==> src/hw/mcr_params.svh <==
// offsets, field values and sizes for the meter command register group
`ifndef MCR_PARAMS_SVH
`define MCR_PARAMS_SVH
`define MCR_OFS_XRST 16'h4E1F
`define MCR_OFS_ERST 16'h4E20
`define MCR_OFS_INIT 16'h55EF
`define MCR_OFS_TERM 16'h55F0
`define MCR_OFS_CALC 16'h55F1
`define MCR_OFS_CSUM 16'h55F2
`define MCR_OFS_NPWD 16'h55F3
`define MCR_OFS_FWUP 16'h59D7
`define MCR_OFS_STAT 16'h1387
`define MCR_OFS_PS_BASE 16'h752F
`define MCR_PS_WORDS 16'h0008
`define MCR_PS_LAST 3'h7
`define MCR_PWD_MAX 16'h270F
`define MCR_PWD_RST 16'h0000
`define MCR_CSUM_RST 16'h0000
`define MCR_ST_RUN 8'h01
`define MCR_ST_BTN 8'h0A
`define MCR_ST_COM 8'h0C
`define MCR_INIT_ACTIVE 16'h0001
`endif

==> src/hw/mcr_pkg.sv <==
// shared types of the meter command register group
package mcr_pkg;
  typedef logic [15:0] mcr_word_t;
  typedef logic [2:0] mcr_idx_t;
  typedef enum logic [2:0] {
    MCR_RUN = 3'b001,
    MCR_UPD_BTN = 3'b010,
    MCR_UPD_COM = 3'b100
  } mcr_mode_t;
  typedef enum logic [1:0] {
    MCR_CS_IDLE = 2'b01,
    MCR_CS_SUM = 2'b10
  } mcr_cs_state_t;
endpackage

==> src/hw/mcr_cs_if.sv <==
// link between command logic and the checksum walker
`timescale 1ns/1ps
interface mcr_cs_if;
  logic start;
  logic busy;
  logic done;
  mcr_pkg::mcr_word_t sum;
  mcr_pkg::mcr_idx_t idx;
  mcr_pkg::mcr_word_t word;
  modport calc(input start, input word, output busy, output done, output sum, output idx);
  modport host(output start, output word, input busy, input done, input sum, input idx);
endinterface

==> src/hw/mcr_top.sv <==
// command register group: resets, settings update, checksum, password, firmware
//
// Notes on behaviour
// RL1: correct password at initiate enters update mode
// RL2: any write to terminate resets the device
// RL3: calculate command sums working settings copy
// RL4: checksum word writable; write commits to EEPROM
// RL5: new password word always reads zero
// RL6: master sends passwords from 0 to 9999
// RL7: correct password at firmware word starts update
// RL8: reset commands clear only with correct password
// RL9: settings words writable only in update mode
// RL10: status reports 12 comm update, 10 buttons
`timescale 1ns/1ps
`include "mcr_params.svh"
module mcr_top (
  input wire logic clk,
  input wire logic rst,
  input wire logic reg_wr,
  input wire logic reg_rd,
  input wire mcr_pkg::mcr_word_t reg_addr,
  input wire mcr_pkg::mcr_word_t reg_wdata,
  output mcr_pkg::mcr_word_t reg_rdata,
  output logic reg_rvalid,
  input wire logic button_update,
  output logic extreme_reset_pulse,
  output logic energy_reset_pulse,
  output logic self_reset_pulse,
  output logic eeprom_commit_pulse,
  output logic fw_update_start,
  output logic update_mode
);
  import mcr_pkg::*;

  mcr_cs_if cs_bus ();

  mcr_mode_t mode_r;
  mcr_word_t pwd_r;
  mcr_word_t csum_r;
  mcr_word_t fw_r;
  mcr_word_t rdata_r;
  mcr_word_t ps_mem_r [0:7];
  logic rvalid_r;
  logic cs_start_r;
  logic btn_s1_r;
  logic btn_s2_r;
  logic btn_s3_r;
  logic xrst_r;
  logic erst_r;
  logic srst_r;
  logic commit_r;
  logic fw_go_r;
  logic upd_r;
  logic btn_rise;
  logic wr_xrst;
  logic wr_erst;
  logic wr_init;
  logic wr_term;
  logic wr_calc;
  logic wr_csum;
  logic wr_npwd;
  logic wr_fwup;
  logic wr_ps;

  // password check: must match and lie in the decimal 0..9999 range
  function automatic logic pwd_ok(input mcr_word_t w, input mcr_word_t p);
    pwd_ok = (w == p) && (w <= `MCR_PWD_MAX);
  endfunction

  // settings window decode
  function automatic logic is_ps(input mcr_word_t a);
    is_ps = (a >= `MCR_OFS_PS_BASE) && (a < (`MCR_OFS_PS_BASE + `MCR_PS_WORDS));
  endfunction

  // offset of an address inside the settings window
  function automatic mcr_idx_t ps_idx(input mcr_word_t a);
    mcr_word_t d;
    d = a - `MCR_OFS_PS_BASE;
    ps_idx = d[2:0];
  endfunction

  // write decodes
  assign wr_xrst = reg_wr && (reg_addr == `MCR_OFS_XRST);
  assign wr_erst = reg_wr && (reg_addr == `MCR_OFS_ERST);
  assign wr_init = reg_wr && (reg_addr == `MCR_OFS_INIT);
  assign wr_term = reg_wr && (reg_addr == `MCR_OFS_TERM);
  assign wr_calc = reg_wr && (reg_addr == `MCR_OFS_CALC);
  assign wr_csum = reg_wr && (reg_addr == `MCR_OFS_CSUM);
  assign wr_npwd = reg_wr && (reg_addr == `MCR_OFS_NPWD);
  assign wr_fwup = reg_wr && (reg_addr == `MCR_OFS_FWUP);
  assign wr_ps = reg_wr && is_ps(reg_addr);
  assign btn_rise = btn_s2_r && !btn_s3_r;

  // front button crosses in from a pin: two flops, then edge detect
  always_ff @(posedge clk or posedge rst) begin
    if (rst) begin
      btn_s1_r <= 1'b0;
      btn_s2_r <= 1'b0;
      btn_s3_r <= 1'b0;
    end else begin
      btn_s1_r <= button_update;
      btn_s2_r <= btn_s1_r;
      btn_s3_r <= btn_s2_r;
    end
  end

  // operating mode; terminate wins over any entry in the same cycle
  always_ff @(posedge clk or posedge rst) begin
    if (rst) begin
      mode_r <= MCR_RUN;
    end else begin
      case (mode_r)
        MCR_RUN: begin
          // RL1: password gated entry at initiate; button entry needs no password
          if (wr_term) begin
            mode_r <= MCR_RUN;
          end else if (wr_init && pwd_ok(reg_wdata, pwd_r)) begin
            mode_r <= MCR_UPD_COM;
          end else if (btn_rise) begin
            mode_r <= MCR_UPD_BTN;
          end
        end
        MCR_UPD_BTN, MCR_UPD_COM: begin
          // RL2: leave via reset
          if (wr_term) begin
            mode_r <= MCR_RUN;
          end
        end
        default: mode_r <= MCR_RUN;
      endcase
    end
  end

  // command pulses, each one cycle wide
  always_ff @(posedge clk or posedge rst) begin
    if (rst) begin
      xrst_r <= 1'b0;
      erst_r <= 1'b0;
      srst_r <= 1'b0;
      fw_go_r <= 1'b0;
    end else begin
      // RL8: wrong password has no effect
      xrst_r <= wr_xrst && pwd_ok(reg_wdata, pwd_r);
      erst_r <= wr_erst && pwd_ok(reg_wdata, pwd_r);
      // RL2: any value resets
      srst_r <= wr_term;
      // RL7: password gated firmware start
      fw_go_r <= wr_fwup && pwd_ok(reg_wdata, pwd_r);
    end
  end

  // firmware word keeps what was written so it reads back
  always_ff @(posedge clk or posedge rst) begin
    if (rst) begin
      fw_r <= 16'h0000;
    end else if (wr_fwup) begin
      fw_r <= reg_wdata;
    end
  end

  // password store; out-of-range values would never verify, so refuse them
  always_ff @(posedge clk or posedge rst) begin
    if (rst) begin
      pwd_r <= `MCR_PWD_RST;
    end else if (wr_npwd && (reg_wdata <= `MCR_PWD_MAX)) begin
      pwd_r <= reg_wdata;
    end
  end

  // working copy of the settings words
  always_ff @(posedge clk) begin
    // RL9: locked outside update
    if (wr_ps && (mode_r != MCR_RUN)) begin
      ps_mem_r[ps_idx(reg_addr)] <= reg_wdata;
    end
  end

  // checksum start; a request while busy is dropped, not queued
  always_ff @(posedge clk or posedge rst) begin
    if (rst) begin
      cs_start_r <= 1'b0;
    end else begin
      // RL3: kick the walker
      cs_start_r <= wr_calc && !cs_bus.busy && !cs_start_r;
    end
  end

  assign cs_bus.start = cs_start_r;
  assign cs_bus.word = ps_mem_r[cs_bus.idx];

  mcr_checksum u_checksum (
    .clk(clk),
    .rst(rst),
    .cs(cs_bus)
  );

  // checksum word: master write beats a finishing walk
  always_ff @(posedge clk or posedge rst) begin
    if (rst) begin
      csum_r <= `MCR_CSUM_RST;
      commit_r <= 1'b0;
    end else begin
      // RL4: write commits to EEPROM
      commit_r <= wr_csum;
      if (wr_csum) begin
        csum_r <= reg_wdata;
      end else if (cs_bus.done) begin
        csum_r <= cs_bus.sum;
      end
    end
  end

  // registered read answer, one cycle after the request
  always_ff @(posedge clk or posedge rst) begin
    if (rst) begin
      rdata_r <= 16'h0000;
      rvalid_r <= 1'b0;
    end else begin
      rvalid_r <= reg_rd;
      rdata_r <= 16'h0000;
      if (reg_rd) begin
        if (reg_addr == `MCR_OFS_CSUM) begin
          rdata_r <= csum_r;
        end else if (reg_addr == `MCR_OFS_FWUP) begin
          rdata_r <= fw_r;
        end else if (reg_addr == `MCR_OFS_INIT) begin
          rdata_r <= (mode_r == MCR_RUN) ? 16'h0000 : `MCR_INIT_ACTIVE;
        end else if (reg_addr == `MCR_OFS_STAT) begin
          // RL10: state code field
          case (mode_r)
            MCR_UPD_COM: rdata_r <= {8'h00, `MCR_ST_COM};
            MCR_UPD_BTN: rdata_r <= {8'h00, `MCR_ST_BTN};
            default: rdata_r <= {8'h00, `MCR_ST_RUN};
          endcase
        end else if (is_ps(reg_addr)) begin
          rdata_r <= ps_mem_r[ps_idx(reg_addr)];
        end
        // RL5: password reads zero via default
      end
    end
  end

  // update flag mirrors the mode through its own flop
  always_ff @(posedge clk or posedge rst) begin
    if (rst) begin
      upd_r <= 1'b0;
    end else begin
      upd_r <= (mode_r != MCR_RUN) && !wr_term;
    end
  end

  assign reg_rdata = rdata_r;
  assign reg_rvalid = rvalid_r;
  assign extreme_reset_pulse = xrst_r;
  assign energy_reset_pulse = erst_r;
  assign self_reset_pulse = srst_r;
  assign eeprom_commit_pulse = commit_r;
  assign fw_update_start = fw_go_r;
  assign update_mode = upd_r;
endmodule

==> src/hw/mcr_checksum.sv <==
// sequential checksum over the working copy of the settings words
`timescale 1ns/1ps
`include "mcr_params.svh"
module mcr_checksum (
  input wire logic clk,
  input wire logic rst,
  mcr_cs_if.calc cs
);
  import mcr_pkg::*;

  mcr_cs_state_t state_r;
  mcr_idx_t idx_r;
  mcr_word_t acc_r;
  logic done_r;

  // walker state: one word per cycle, cheaper than a wide adder tree
  always_ff @(posedge clk or posedge rst) begin
    if (rst) begin
      state_r <= MCR_CS_IDLE;
    end else begin
      case (state_r)
        MCR_CS_IDLE: begin
          if (cs.start) begin
            state_r <= MCR_CS_SUM;
          end
        end
        MCR_CS_SUM: begin
          if (idx_r == `MCR_PS_LAST) begin
            state_r <= MCR_CS_IDLE;
          end
        end
        default: state_r <= MCR_CS_IDLE;
      endcase
    end
  end

  // word index and running sum
  always_ff @(posedge clk or posedge rst) begin
    if (rst) begin
      idx_r <= 3'h0;
      acc_r <= 16'h0000;
    end else if (state_r == MCR_CS_IDLE && cs.start) begin
      idx_r <= 3'h0;
      acc_r <= 16'h0000;
    end else if (state_r == MCR_CS_SUM) begin
      idx_r <= idx_r + 3'h1;
      acc_r <= acc_r + cs.word;
    end
  end

  // completion pulse, sum is final in the same cycle
  always_ff @(posedge clk or posedge rst) begin
    if (rst) begin
      done_r <= 1'b0;
    end else begin
      done_r <= (state_r == MCR_CS_SUM) && (idx_r == `MCR_PS_LAST);
    end
  end

  assign cs.busy = (state_r == MCR_CS_SUM);
  assign cs.done = done_r;
  assign cs.sum = acc_r;
  assign cs.idx = idx_r;
endmodule

==> config.mk <==
export PLATFORM = sky130hd
export DESIGN_NAME = mcr_top
export DESIGN_NICKNAME = d
export VERILOG_FILES = /design/src/hw/mcr_pkg.sv /design/src/hw/mcr_cs_if.sv /design/src/hw/mcr_top.sv /design/src/hw/mcr_checksum.sv
export VERILOG_INCLUDE_DIRS = /design/src /design/src/hw
export SDC_FILE = /design/constraint.sdc
export NUM_CORES = 1
export LEC_CHECK = 0
export ABC_CLOCK_PERIOD_IN_PS = 4030
export BUFFER_PORTS_ARGS = -buffer_cell sky130_fd_sc_hd__buf_4
export CORE_ASPECT_RATIO = 1.1
export CORE_MARGIN = 4
export CORE_UTILIZATION = 55
export CTS_CLUSTER_DIAMETER = 60
export DETAILED_ROUTE_END_ITERATION = 8
export PLACE_DENSITY = 0.77
export SLEW_MARGIN = 0
export SYNTH_ARGS = -nofsm -noshare
export SYNTH_HDL_FRONTEND = slang
export SYNTH_SLANG_ARGS = --single-unit
==> constraint.sdc <==
create_clock -name clk -period 4.03 [get_ports clk]
set_clock_uncertainty 0.05 [all_clocks]
set_input_delay 0.806 -clock clk [delete_from_list [all_inputs] [get_ports clk]]
set_output_delay 0.806 -clock clk [all_outputs]
set_load 0.05 [all_outputs]
==> results.env, run 1 <==
STATUS='completed'
HOLD_START='btn_s1_r'
SYNTH_NETS=854
YOSYS_WARNINGS=0
COUNT_OF_FLIP_FLOPS_WITH_A_BUILT_IN_ENABLE_AFTER_SYNTHESIS=128
WORSTHOLDPATHCELLS=0
DRT_WL_TOTAL_UM=27500
SYNTH_CELLS=795
DIEAREA_UM2=22300
RSZ_0062_RAISED_AFTER_GLOBAL_ROUTING='no'
GRT_FIRST_PASS_WIRELENGTH_UM=43300
TIMING.REG2REG.SETUP_SLACK_NS=0.30
IOS=60
CLOCK_PIN_SLEW_ON_THE_WORST_SETUP_AND_HOLD_PATHS_NS=0.07
FMAX_GHz=0.268
MAXSLEWHEADROOM=0.264
TIMING.RR.END='u_checksum.cs.sum[14]'
SYNTH_CELL_TYPES=65
LEAKAGEPOWER_nW=4.85
PERIOD_NEEDED_NS=3.73
SYNTH_TOP_CELLS_BY_AREA='sky130_fd_sc_hd__edfxtp_1, sky130_fd_sc_hd__dfrtp_1, sky130_fd_sc_hd__mux4_2'
SETUP_TNS_NS=0
FINAL_CELL_COUNT_WITHOUT_FILLERS=1132
TRITONCTS_BUFFER_COUNT=24
SYNTHESIS_STAGE_REGISTER_BIT_COUNT=228
POST_SYNTH.CELL_AREA_AVG_UM2=13.8
CELL_TAKING_THE_MOST_AREA_AFTER_SYNTHESIS='sky130_fd_sc_hd__edfxtp_1'
DP.CELLS=1086
WORST_R2R_PATH_DEPTH=11
GRT_PASS1_VIAS=7637
CLK-INSERTION-DELAY-LATE_NS=0.52
SYNTHARSTFLOPSHARE=0.439
TRITONCTS='yes'
CRITICAL_PATH.ENDPOINT_TYPE='register'
LAYOUT.FILLER_CELLS=1360
NETS=926
SYNTH_TOP_AREA_SHARE=0.350
NUMPORTBUFFERS=59
MULTI_INPUT_AREA_UM2=4420
REGISTER_AREA_UM2=6350
CLKSINKCOUNT=228
SYN_TO_FINAL_GROWTH_PCT=15.6
ANTENNA_CELLS_INSERTED=0
NUM_VIAS=7383
GRT_ANTENNA_BEFORE_REPAIR=0
PIN_COUNT_OF_THE_BIGGEST_NET_ENTERING_GLOBAL_ROUTING=87
WORST_HOLD_PATH_TYPE='reg2reg'
IRDROPWORSTVDD_uV=316
FINAL-MAX-SLEW-VIOLATION-COUNT=0
CP.REQUIRED_NS=4.43
YS_DOMINANT_REG_CELL='sky130_fd_sc_hd__edfxtp_1'
WL_PER_CELL_UM=24.3
WORST-ENDPOINT-ARRIVAL_NS=4.13
CLOCK-ROOT-BUFFER='sky130_fd_sc_hd__clkbuf_16'
HPWLAFTERDP_UM=18600
START_KIND='register'
CELLPOWERDENSITY_nW_PER_UM2=406
TIMING.RR.START='u_checksum.cs.idx[0]'
TIMING_WORST_SLEW_PIN_VALUE_NS=1.10
DRV.MAX_CAP_VIOLATION_COUNT=0
DRC_ERRORS=0
GRT.TOTAL_USAGE=0.251
FINAL.PERIOD_UTILIZATION=0.926
CORE_UM2=19400
DRIVE_GT1_FRAC=0.281
START_UTIL=0.566
PLACE.GP.CONGESTION=0.943
GLOBAL_ROUTE.OVERFLOW_TOTAL=0
HOLD-PATH-ENDPOINT='btn_s2_r'
CTSHTREEMAXLEVEL=1
YOSYS.CELL_COUNT.TOP_TYPE='sky130_fd_sc_hd__edfxtp_1'
INITIALDRTVIOLATIONCOUNT=841
DRTANTENNAVIOLNETS=0
SYNTH_TOP_CELLS_BY_COUNT='sky130_fd_sc_hd__edfxtp_1, sky130_fd_sc_hd__dfrtp_1, sky130_fd_sc_hd__nand2_1'
DIE_Y_UM=156
ROUTE.DETAILED.VIAS_PER_INST=6.52
WORST-PATH-MAX-FANOUT=5
CTS-ROOT-TO-SINK-BUFFERS=3
CTSRESIZECOUNT=0
DRTPASS1ITERATIONS=5
STARTPOINT_TO_ENDPOINT_CLASS_OF_THE_CRITICAL_PATH='reg2reg'
TIMING.FINAL.SETUP_VIOLATIONS=0
REPORT.FINAL.HOLD_VIOL_COUNT=0
SYNTH_SEQUENTIAL_AREA_RATIO=0.579
SYN-CELL-AREA_UM2=11000
NUM_ROWS=53
FLOORPLAN.DIE.WIDTH_UM=143
## report_power, final
| group | internal (mW) | switching [mW] | total (mW) |
|---|---|---|---|
| registers | 2.47 | 0.00424 | 2.48 |
| clock network | 1.45 | 0.915 | 2.37 |
| logic | 0.112 | 0.194 | 0.306 |
| total | 4.04 | 1.11 | 5.15 |
## flip-flops by register name, summed over array words and instances (netlist names), 2 cells and up
register and count:
csum_r 16, fw_r 16, mode_r 3, ps_mem_r 128, pwd_r 16, reg_rdata 16, u_checksum.cs.idx 3, u_checksum.cs.sum 16
u_checksum.state_r 2
## per-layer routing
metal  share of wire  GRT usage  wire length [um]  vias to the layer above
met2            0.49      0.412             13400                      405
li1                -          -                 -                     3206
met3           0.087     0.0365              2400                       76
met5               0          0                 0                        -
met4           0.035     0.0824               958                        0
met1            0.39      0.350             10700                     3696
## placed cells by master (no fill, tap or decap), drive strengths merged, types with 6 or more instances in the layout
| cell type | count |
|---|---|
| a2111oi | 6 |
| a21oi | 35 |
| a222oi | 6 |
| a22oi | 7 |
| and2 | 7 |
| buf | 91 |
| clkbuf | 26 |
| clkinv | 9 |
| dfrtp | 98 |
| edfxtp | 128 |
| ha | 21 |
| inv | 10 |
| mux2 | 47 |
| mux2i | 16 |
| mux4 | 53 |
| nand2 | 79 |
| nand2b | 6 |
| nand3 | 9 |
| nand3b | 6 |
| nand4 | 9 |
| nor2 | 50 |
| nor2b | 6 |
| nor3 | 10 |
| nor4 | 7 |
| o211ai | 7 |
| o21ai | 32 |
| xnor2 | 23 |
| xor2 | 6 |
## cell type report
cell class              instances  share of cell area
clock buffers                  26              0.0496
well taps                     247              0.0244
multi-input cells             513               0.348
inverters                       9             0.00286
flip-flops and latches        228               0.501
clock inverters                18              0.0175
repair buffers                 91              0.0568
## kinds of logic (layout without fill, tap and decap cells)
group | after synthesis | count (layout) | share of synthesized area
AND/OR/NAND/NOR | 209 | 209 | 0.0947
XOR/XNOR | 29 | 29 | 0.0232
adder cells (fa/ha/maj) | 22 | 22 | 0.0258
flip-flops | 228 | 228 | 0.579
buffers and inverters | 54 | 144 | 0.0210
multiplexers | 116 | 116 | 0.172
AO/OA/AOI/OAI | 137 | 137 | 0.0845
## per-stage QoR
stage / worst slack (ns) / instance area, um^2 / hold slack (ns) / utilization / total power, mW
2_1_floorplan: 0.149 / 11000 / 0.281 / - / 2.69
3_3_place_gp: 0.289 / 11800 / 0.285 / 0.610 / 2.82
3_5_place_dp: 0.241 / 11800 / 0.285 / 0.610 / 2.83
4_1_cts: 0.216 / 12700 / 0.299 / 0.654 / 5.18
5_1_grt: 0.0364 / 12700 / 0.323 / 0.655 / 5.31
6_report: 0.297 / 12700 / 0.298 / 0.655 / 5.15
## how the worst max path moves through the flow
stage	endpoint	startpoint	cells past startpoint
global route	u_checksum.cs.sum[14]	u_checksum.cs.idx[0]	11
finish	u_checksum.cs.sum[14]	u_checksum.cs.idx[0]	11
CTS	u_checksum.cs.sum[14]	u_checksum.cs.idx[0]	11
global placement	u_checksum.cs.sum[14]	u_checksum.cs.idx[0]	11
floorplan	ps_mem_r[5][0]	reg_addr[0]	8
detailed placement	u_checksum.cs.sum[14]	u_checksum.cs.idx[0]	11
## what timing repair did
item                       4_1_cts  5_1_grt
setup endpoints to repair        0        1
setup buffers                    0        2
hold buffers                     0        0
hold endpoints to repair         0        0
## critical path, cell delays in order (launching register included)
cell,delay [ns]
sky130_fd_sc_hd__dfrtp_2,0.44
sky130_fd_sc_hd__mux4_2,0.52
sky130_fd_sc_hd__mux2_2,0.28
sky130_fd_sc_hd__ha_1,0.22
sky130_fd_sc_hd__fa_1,0.42
sky130_fd_sc_hd__a21o_1,0.18
sky130_fd_sc_hd__a21oi_1,0.29
sky130_fd_sc_hd__o31ai_1,0.21
sky130_fd_sc_hd__a211o_1,0.36
sky130_fd_sc_hd__a2111oi_2,0.37
sky130_fd_sc_hd__o2111ai_1,0.17
sky130_fd_sc_hd__nand3b_1,0.15
(Power assumes the default switching activity.)
==> inputs of run 2 (changes only) <==
Settings changed: BUFFER_PORTS_ARGS -buffer_cell sky130_fd_sc_hd__buf_4 to not set, CORE_UTILIZATION 55 to 58, DONT_BUFFER_PORTS set to 1.
==> run 2 against run 1 <==
Register-to-register slack got worse by 0.05 ns. Design area decreased by 4.1%. Sequential power is essentially flat. Critical path depth decreased by 1. Worst hold slack worse by 0.031 ns. Combinational power decreased by 32%. Clock power decreased by 8.9%. Clock-buffer cell count rose by 3. Sequential cell count stayed put. Fmax is 1.2% lower. Critical endpoint is now u_checksum.cs.sum[15].
==> results.env, run 2 (same netlist as run 1, synthesis figures left out) <==
ANTENNA_CELLS_INSERTED=0  # unchanged
NUMPORTBUFFERS=0  # -100%
CRITICAL_PATH.ENDPOINT_TYPE='register'
DRTPASS1ITERATIONS=5  # unchanged
INITIALDRTVIOLATIONCOUNT=634  # -25%
LAYOUT_COMMON_CELLS='sky130_fd_sc_hd__edfxtp_1, sky130_fd_sc_hd__dfrtp_1, sky130_fd_sc_hd__nand2_1'
STARTPOINT_TO_ENDPOINT_CLASS_OF_THE_CRITICAL_PATH='reg2reg'
REPORT.FINAL.HOLD_VIOL_COUNT=0  # unchanged
CRITICAL_PATH.SLOWEST_CELL='sky130_fd_sc_hd__dfrtp_1'
DRTANTENNAVIOLNETS=0  # unchanged
DRC_ERRORS=0  # unchanged
RSZ_0062_RAISED_AFTER_GLOBAL_ROUTING='no'
POWER.CLOCK.FRACTION=0.445  # -0.014
CTS_HOLD_BUFFERS=0  # unchanged
POWER.SEQUENTIAL.FRACTION=0.512  # +0.031
REGISTERS.TOP_BY_FF_COUNT='ps_mem_r'
GLOBAL_ROUTE.OVERFLOW_TOTAL=0  # unchanged
IOS=60  # unchanged
TRITONCTS_BUFFER_COUNT=24  # unchanged
ROUTE.DETAILED.VIAS_PER_INST=6.61  # +1.3%
POST-ROUTE-WORST-SETUP-SLACK_NS=0.252  # -0.0456 ns
DIE_Y_UM=152  # -2.5%
CLOCK-ROOT-BUFFER='sky130_fd_sc_hd__clkbuf_16'
NETS=870  # -6.0%
TIMING.RR.END='u_checksum.cs.sum[15]'
DRT_WL_TOTAL_UM=27200  # -0.81%
TRITONCTS='yes'
POST-PLACE-WS_NS=0.201  # -0.0401 ns
P_SW_FRAC=0.210  # -0.00614
FMAX_GHz=0.265  # -1.2%
CORE_UM2=18500  # -4.6%
HOLD-PATH-ENDPOINT='btn_s1_r'
WORST_HOLD_SLACK_NS=0.267  # -0.0306 ns
CTSHTREEMAXLEVEL=1  # unchanged
SHARE_COMB_OF_TOTAL_POWER=0.043  # -0.016
TIMING.RR.START='u_checksum.cs.idx[1]'
LEAKAGEPOWER_nW=4.52  # -6.8%
GRT.TOTAL_USAGE=0.259  # +0.00760
MOSTFREQUENTLAYOUTCELL='sky130_fd_sc_hd__edfxtp_1'
START_UTIL=0.594  # +0.0272
CELLPOWERDENSITY_nW_PER_UM2=399  # -1.7%
STATUS='completed'
FLOORPLAN.DIE.WIDTH_UM=139  # -2.5%
PIN_COUNT_OF_THE_BIGGEST_NET_ENTERING_GLOBAL_ROUTING=86  # -1.1%
PLACE.GP.CONGESTION=0.921  # -2.3%
GRT_ANTENNA_BEFORE_REPAIR=0  # unchanged
CLOCK_PIN_SLEW_ON_THE_WORST_SETUP_AND_HOLD_PATHS_NS=0.06  # about the same
TIMING_WORST_SLEW_PIN_VALUE_NS=1.18  # +0.0801 ns
WORST-PATH-MAX-FANOUT=28  # +23
SWITCHINGPOWER_mW=1.02  # -8.4%
NUM_VIAS=7075  # -4.2%
PERIOD_NEEDED_NS=3.78  # +0.0456 ns
FINAL-MAX-SLEW-VIOLATION-COUNT=0  # unchanged
REPORT.POWER.TOTAL_mW=4.86  # -5.7%
GRT_FIRST_PASS_WIRELENGTH_UM=42600  # -1.8%
CRIT_FAMILY='compound AO/OA/AOI/OAI gates'
TIMING.REG2REG.SETUP_SLACK_NS=0.25  # -0.05 ns
CTS-ROOT-TO-SINK-BUFFERS=3  # unchanged
WORST_R2R_PATH_DEPTH=10  # -1
CP.BUFFERS_INVERTERS=1  # +1
WORSTHOLDPATHCELLS=0  # unchanged
TIMING.FINAL.SETUP_VIOLATIONS=0  # unchanged
CP.REQUIRED_NS=4.34  # -0.09 ns
SETUP_TNS_NS=0  # unchanged
DIEAREA_UM2=21200  # -4.9%
WORST-ENDPOINT-ARRIVAL_NS=4.09  # -0.04 ns
DRV.MAX_CAP_VIOLATION_COUNT=0  # unchanged
HPWLAFTERDP_UM=18400  # -0.97%
GRT_PASS1_VIAS=7396  # -3.2%
WORST_HOLD_PATH_TYPE='in2reg'
CLK-INSERTION-DELAY-LATE_NS=0.52  # about the same
CPPEAKSTAGEDELAY_NS=0.57  # +0.05 ns
DRIVE_GT1_FRAC=0.231  # -0.0507
LARGEST_REG_FLOPS=128  # unchanged
CP_CELL_SEQUENCE='buf_6 -> mux4_2 -> mux2_2 -> ha_1 -> a2111o_1 -> o2111ai_1 -> a31oi_1 -> and4_1 -> o41ai_1 -> o31ai_1'
SYN_TO_FINAL_GROWTH_PCT=10.9
NUM_ROWS=52  # -1.9%
IRDROPWORSTVDD_uV=354  # +12%
INTPOWER_mW=3.84  # -5.0%
MAXSLEWHEADROOM=0.210  # -0.0538
FINAL.PERIOD_UTILIZATION=0.938  # +0.0113
HOLD_START='button_update'
START_KIND='register'
WL_PER_CELL_UM=25.4  # +4.8%
CLKSINKCOUNT=228  # unchanged
run 2: cell count changes in the layout (fill, tap and decap cells not counted), sizes merged:
| cell | before | now |
|---|---|---|
| clkbuf | 26 | 29 |
| clkinv | 9 | 8 |
| inv | 10 | 9 |
| clkinvlp | 3 | 4 |
| buf | 91 | 35 |
| bufinv | 5 | 2 |
run 2: per-stage QoR:
| step | area, um^2 | std cells | util |
|---|---|---|---|
| final | 12200 | 1071 | 0.658 |
| after global routing | 12200 | 1071 | 0.658 |
| after CTS | 12200 | 1070 | 0.658 |
| after detailed placement | 11400 | 1027 | 0.616 |
| after global placement | 11400 | 1027 | 0.616 |
| after floorplan | 11000 | 795 | - |
run 2: area by class of cell:
type	count	area, um^2
tap	243	304
clock inverter	14	128
fill	1328	6310
timing repair buffer	35	283
inverter	9	36.3
clock buffer	29	651
sequential	228	6350
multi-input combinational	513	4420
run 2: timing repair:
item | CTS | global route
setup buffers | 0 | 1
endpoints found under the setup margin | 0 | 2
resized for setup | 0 | 2
run 2: power by group through the flow:
stage | Sequential (mW) | Clock (mW) | Combinational (mW)
floorplan | 2.53 | 0 | 0.158
global placement | 2.53 | 0 | 0.200
finish | 2.49 | 2.16 | 0.207
CTS | 2.49 | 2.20 | 0.207
detailed placement | 2.53 | 0 | 0.206
global route | 2.49 | 2.32 | 0.227
run 2: routing by layer:
| layer | share of wire | up-vias | global-route usage |
|---|---|---|---|
| met5 | 0 | - | 0 |
| met2 | 0.49 | 346 | 0.427 |
| met4 | 0.038 | 0 | 0.104 |
| met3 | 0.086 | 77 | 0.0477 |
| met1 | 0.38 | 3564 | 0.343 |
| li1 | - | 3088 | - |
run 2: worst max-delay path by stage:
stage	start	end	slack, ns	cells after the start
5_1_grt	u_checksum.cs.idx[0]	u_checksum.cs.sum[14]	0.05	11
3_3_place_gp	u_checksum.cs.idx[0]	u_checksum.cs.sum[14]	0.26	11
6_report	u_checksum.cs.idx[1]	u_checksum.cs.sum[15]	0.25	10
2_1_floorplan	reg_addr[0]	ps_mem_r[5][0]	0.15	8
4_1_cts	u_checksum.cs.idx[0]	u_checksum.cs.sum[15]	0.18	10
3_5_place_dp	u_checksum.cs.idx[0]	u_checksum.cs.sum[15]	0.20	10
==> inputs of run 3 (changes only) <==
Settings changed: PLACE_DENSITY 0.77 to 0.8, SKIP_LAST_GASP set to 1.
==> run 3 against run 2 <==
Sequential power hardly changed. Utilization decreased by 0.26 points. Total power down 1.7%. Clock-buffer cell count fell by 2. Sequential share of layout area grew 0.21 points. Fmax down 4.7%. Worst hold slack better by 0.013 ns. Routed wire length grew 0.70%. Sequential cell count stayed put. Largest cell class unchanged.
==> results.env, run 3 (same netlist as run 1, synthesis figures left out) <==
STATUS='completed'
GLOBAL_ROUTE.OVERFLOW_TOTAL=0  # unchanged
WL_PER_CELL_UM=25.8  # +1.4%
FINAL-MAX-SLEW-VIOLATION-COUNT=0  # unchanged
LEAKAGEPOWER_nW=4.50  # -0.52%
DRIVE_GT1_FRAC=0.227  # -0.00412
DRV.MAX_CAP_VIOLATION_COUNT=0  # unchanged
WORST-PATH-MAX-FANOUT=28  # unchanged
FINAL_DESIGN_AREA_NO_FILL_UM2=12100  # -0.40%
ANTENNA_CELLS_INSERTED=0  # unchanged
NUM_VIAS=7172  # +1.4%
TRITONCTS_BUFFER_COUNT=23  # -4.2%
NUMPORTBUFFERS=0  # unchanged
LAYOUT_COMMON_CELLS='sky130_fd_sc_hd__edfxtp_1, sky130_fd_sc_hd__dfrtp_1, sky130_fd_sc_hd__nand2_1'
INITIALDRTVIOLATIONCOUNT=671  # +5.8%
REPORT.FINAL.HOLD_VIOL_COUNT=0  # unchanged
CLOCK_PIN_SLEW_ON_THE_WORST_SETUP_AND_HOLD_PATHS_NS=0.06  # about the same
ROUTE.DETAILED.VIAS_PER_INST=6.74  # +2.0%
WORST_HOLD_PATH_TYPE='in2reg'
REPORT.POWER.TOTAL_mW=4.77  # -1.7%
GRT_PASS1_VIAS=7254  # -1.9%
WORST-ENDPOINT-ARRIVAL_NS=4.27  # +0.18 ns
DRTPASS1ITERATIONS=5  # unchanged
POST-ROUTE-WORST-SETUP-SLACK_NS=0.0644  # -0.187 ns
CELLPOWERDENSITY_nW_PER_UM2=394  # -1.3%
MOSTFREQUENTLAYOUTCELL='sky130_fd_sc_hd__edfxtp_1'
FMAX_GHz=0.252  # -4.7%
SYN_TO_FINAL_GROWTH_PCT=10.5
DIEAREA_UM2=21200  # unchanged
START_KIND='register'
LENGTH_OF_ROUTED_WIRING_ON_MET1_UM=10200  # -2.4%
LARGEST_REG_FLOPS=128  # unchanged
CP.REQUIRED_NS=4.34  # about the same
IOS=60  # unchanged
TRITONCTS='yes'
CRITICAL_PATH.ENDPOINT_TYPE='register'
CTSHTREEMAXLEVEL=1  # unchanged
PLACE.GP.CONGESTION=0.961  # +4.3%
IRDROPWORSTVDD_uV=353  # -0.29%
FINAL.PERIOD_UTILIZATION=0.984  # +0.0465
GRT_ANTENNA_BEFORE_REPAIR=0  # unchanged
DIE_Y_UM=152  # unchanged
TIMING_WORST_SLEW_PIN_VALUE_NS=1.08  # -0.101 ns
CTS-ROOT-TO-SINK-BUFFERS=3  # unchanged
FLOORPLAN.DIE.WIDTH_UM=139  # unchanged
CORE_UM2=18500  # unchanged
CTS_HOLD_BUFFERS=0  # unchanged
STARTPOINT_TO_ENDPOINT_CLASS_OF_THE_CRITICAL_PATH='reg2reg'
REGISTERS.TOP_BY_FF_COUNT='ps_mem_r'
TIMING.FINAL.SETUP_VIOLATIONS=0  # unchanged
PLACED_CELL_AREA_UM2=11400  # -0.18%
MET3WIRELENGTH_UM=2720  # +16%
DRT_WL_TOTAL_UM=27400  # +0.70%
DRC_ERRORS=0  # unchanged
UTILIZATION=0.656  # -0.00264
MET2_LENGTH_UM=13800  # +2.6%
RSZ_0062_RAISED_AFTER_GLOBAL_ROUTING='yes'
GRT.TOTAL_USAGE=0.256  # -0.00283
PIN_COUNT_OF_THE_BIGGEST_NET_ENTERING_GLOBAL_ROUTING=73  # -15%
GRT_FIRST_PASS_WIRELENGTH_UM=42200  # -0.96%
DRTANTENNAVIOLNETS=0  # unchanged
UPPERMOST_LAYER_ROUTED='met4'
PERIOD_NEEDED_NS=3.97  # +0.187 ns
NUM_ROWS=52  # unchanged
CLK-INSERTION-DELAY-LATE_NS=0.50  # -0.02 ns
START_UTIL=0.594  # unchanged
MAXSLEWHEADROOM=0.274  # +0.0638
CLKSINKCOUNT=228  # unchanged
HPWLAFTERDP_UM=18400  # +0.11%
NETS=864  # -0.69%
CLOCK-ROOT-BUFFER='sky130_fd_sc_hd__clkbuf_16'
POST-PLACE-WS_NS=0.189  # -0.0121 ns
## run 3: cell types whose count changed in the layout (fill, tap and decap cells not counted), sizes merged
cell | before | now
clkinv | 8 | 10
inv | 9 | 10
buf | 35 | 30
clkbuf | 29 | 27
clkinvlp | 4 | 1
## run 3: what timing repair did
| item | in CTS | in global routing |
|---|---|---|
| resized for setup | 0 | 2 |
| setup endpoints to repair | 0 | 4 |
| hold endpoints to repair | 0 | 0 |
| setup buffers | 0 | 2 |
## run 3: worst max-delay path, stage by stage (launching register included)
cell	delay, ns
sky130_fd_sc_hd__dfrtp_1	0.53
sky130_fd_sc_hd__buf_4	0.46
sky130_fd_sc_hd__mux4_2	0.39
sky130_fd_sc_hd__mux2_2	0.31
sky130_fd_sc_hd__ha_1	0.35
sky130_fd_sc_hd__a2111oi_0	0.55
sky130_fd_sc_hd__a21oi_1	0.16
sky130_fd_sc_hd__o2111ai_1	0.15
sky130_fd_sc_hd__a31oi_1	0.16
sky130_fd_sc_hd__and4_1	0.23
sky130_fd_sc_hd__o41ai_1	0.33
sky130_fd_sc_hd__o31ai_1	0.12
## run 3: per-layer routing
metal | GRT usage | up-vias
li1 | - | 3075
met1 | 0.331 | 3696
met2 | 0.434 | 340
met3 | 0.0599 | 61
met4 | 0.0792 | 0
met5 | 0 | -
## run 3: area by class of cell
class | instances | area (um^2)
fillers | 1287 | 6360
flip-flops and latches | 228 | 6350
multi-input cells | 513 | 4420
clock buffers | 27 | 621
well taps | 243 | 304
repair buffers | 30 | 267
clock inverters | 14 | 120
inverters | 9 | 36.3
## run 3: power breakdown
group	switching (mW)	internal, mW
clock	0.850	1.22
sequential	0.0128	2.48
combinational	0.125	0.0873
total	0.988	3.79
## run 3: worst paths after layout
check / startpoint / to / slack (ns) / cells after the start
setup / recovery: u_checksum.cs.idx[1] / u_checksum.cs.sum[15] / 0.06 / 11
hold reg to reg: btn_s1_r / btn_s2_r / 0.30 / 0
hold / removal: reg_rd / reg_rvalid / 0.28 / 0
setup reg to reg: u_checksum.cs.idx[1] / u_checksum.cs.sum[15] / 0.06 / 11
min in group asynchronous: rst / btn_s1_r / 0.33 / 1
max in group asynchronous: rst / u_checksum.state_r[0] / 2.75 / 2
## run 3: per-stage QoR
stage                     cells  hold WS (ns)  setup TNS, ns
after floorplan             795         0.281              0
after global placement     1021         0.286              0
after detailed placement   1021         0.293              0
after CTS                  1062         0.268              0
after global routing       1064         0.261        -0.0236
final                      1064         0.281              0
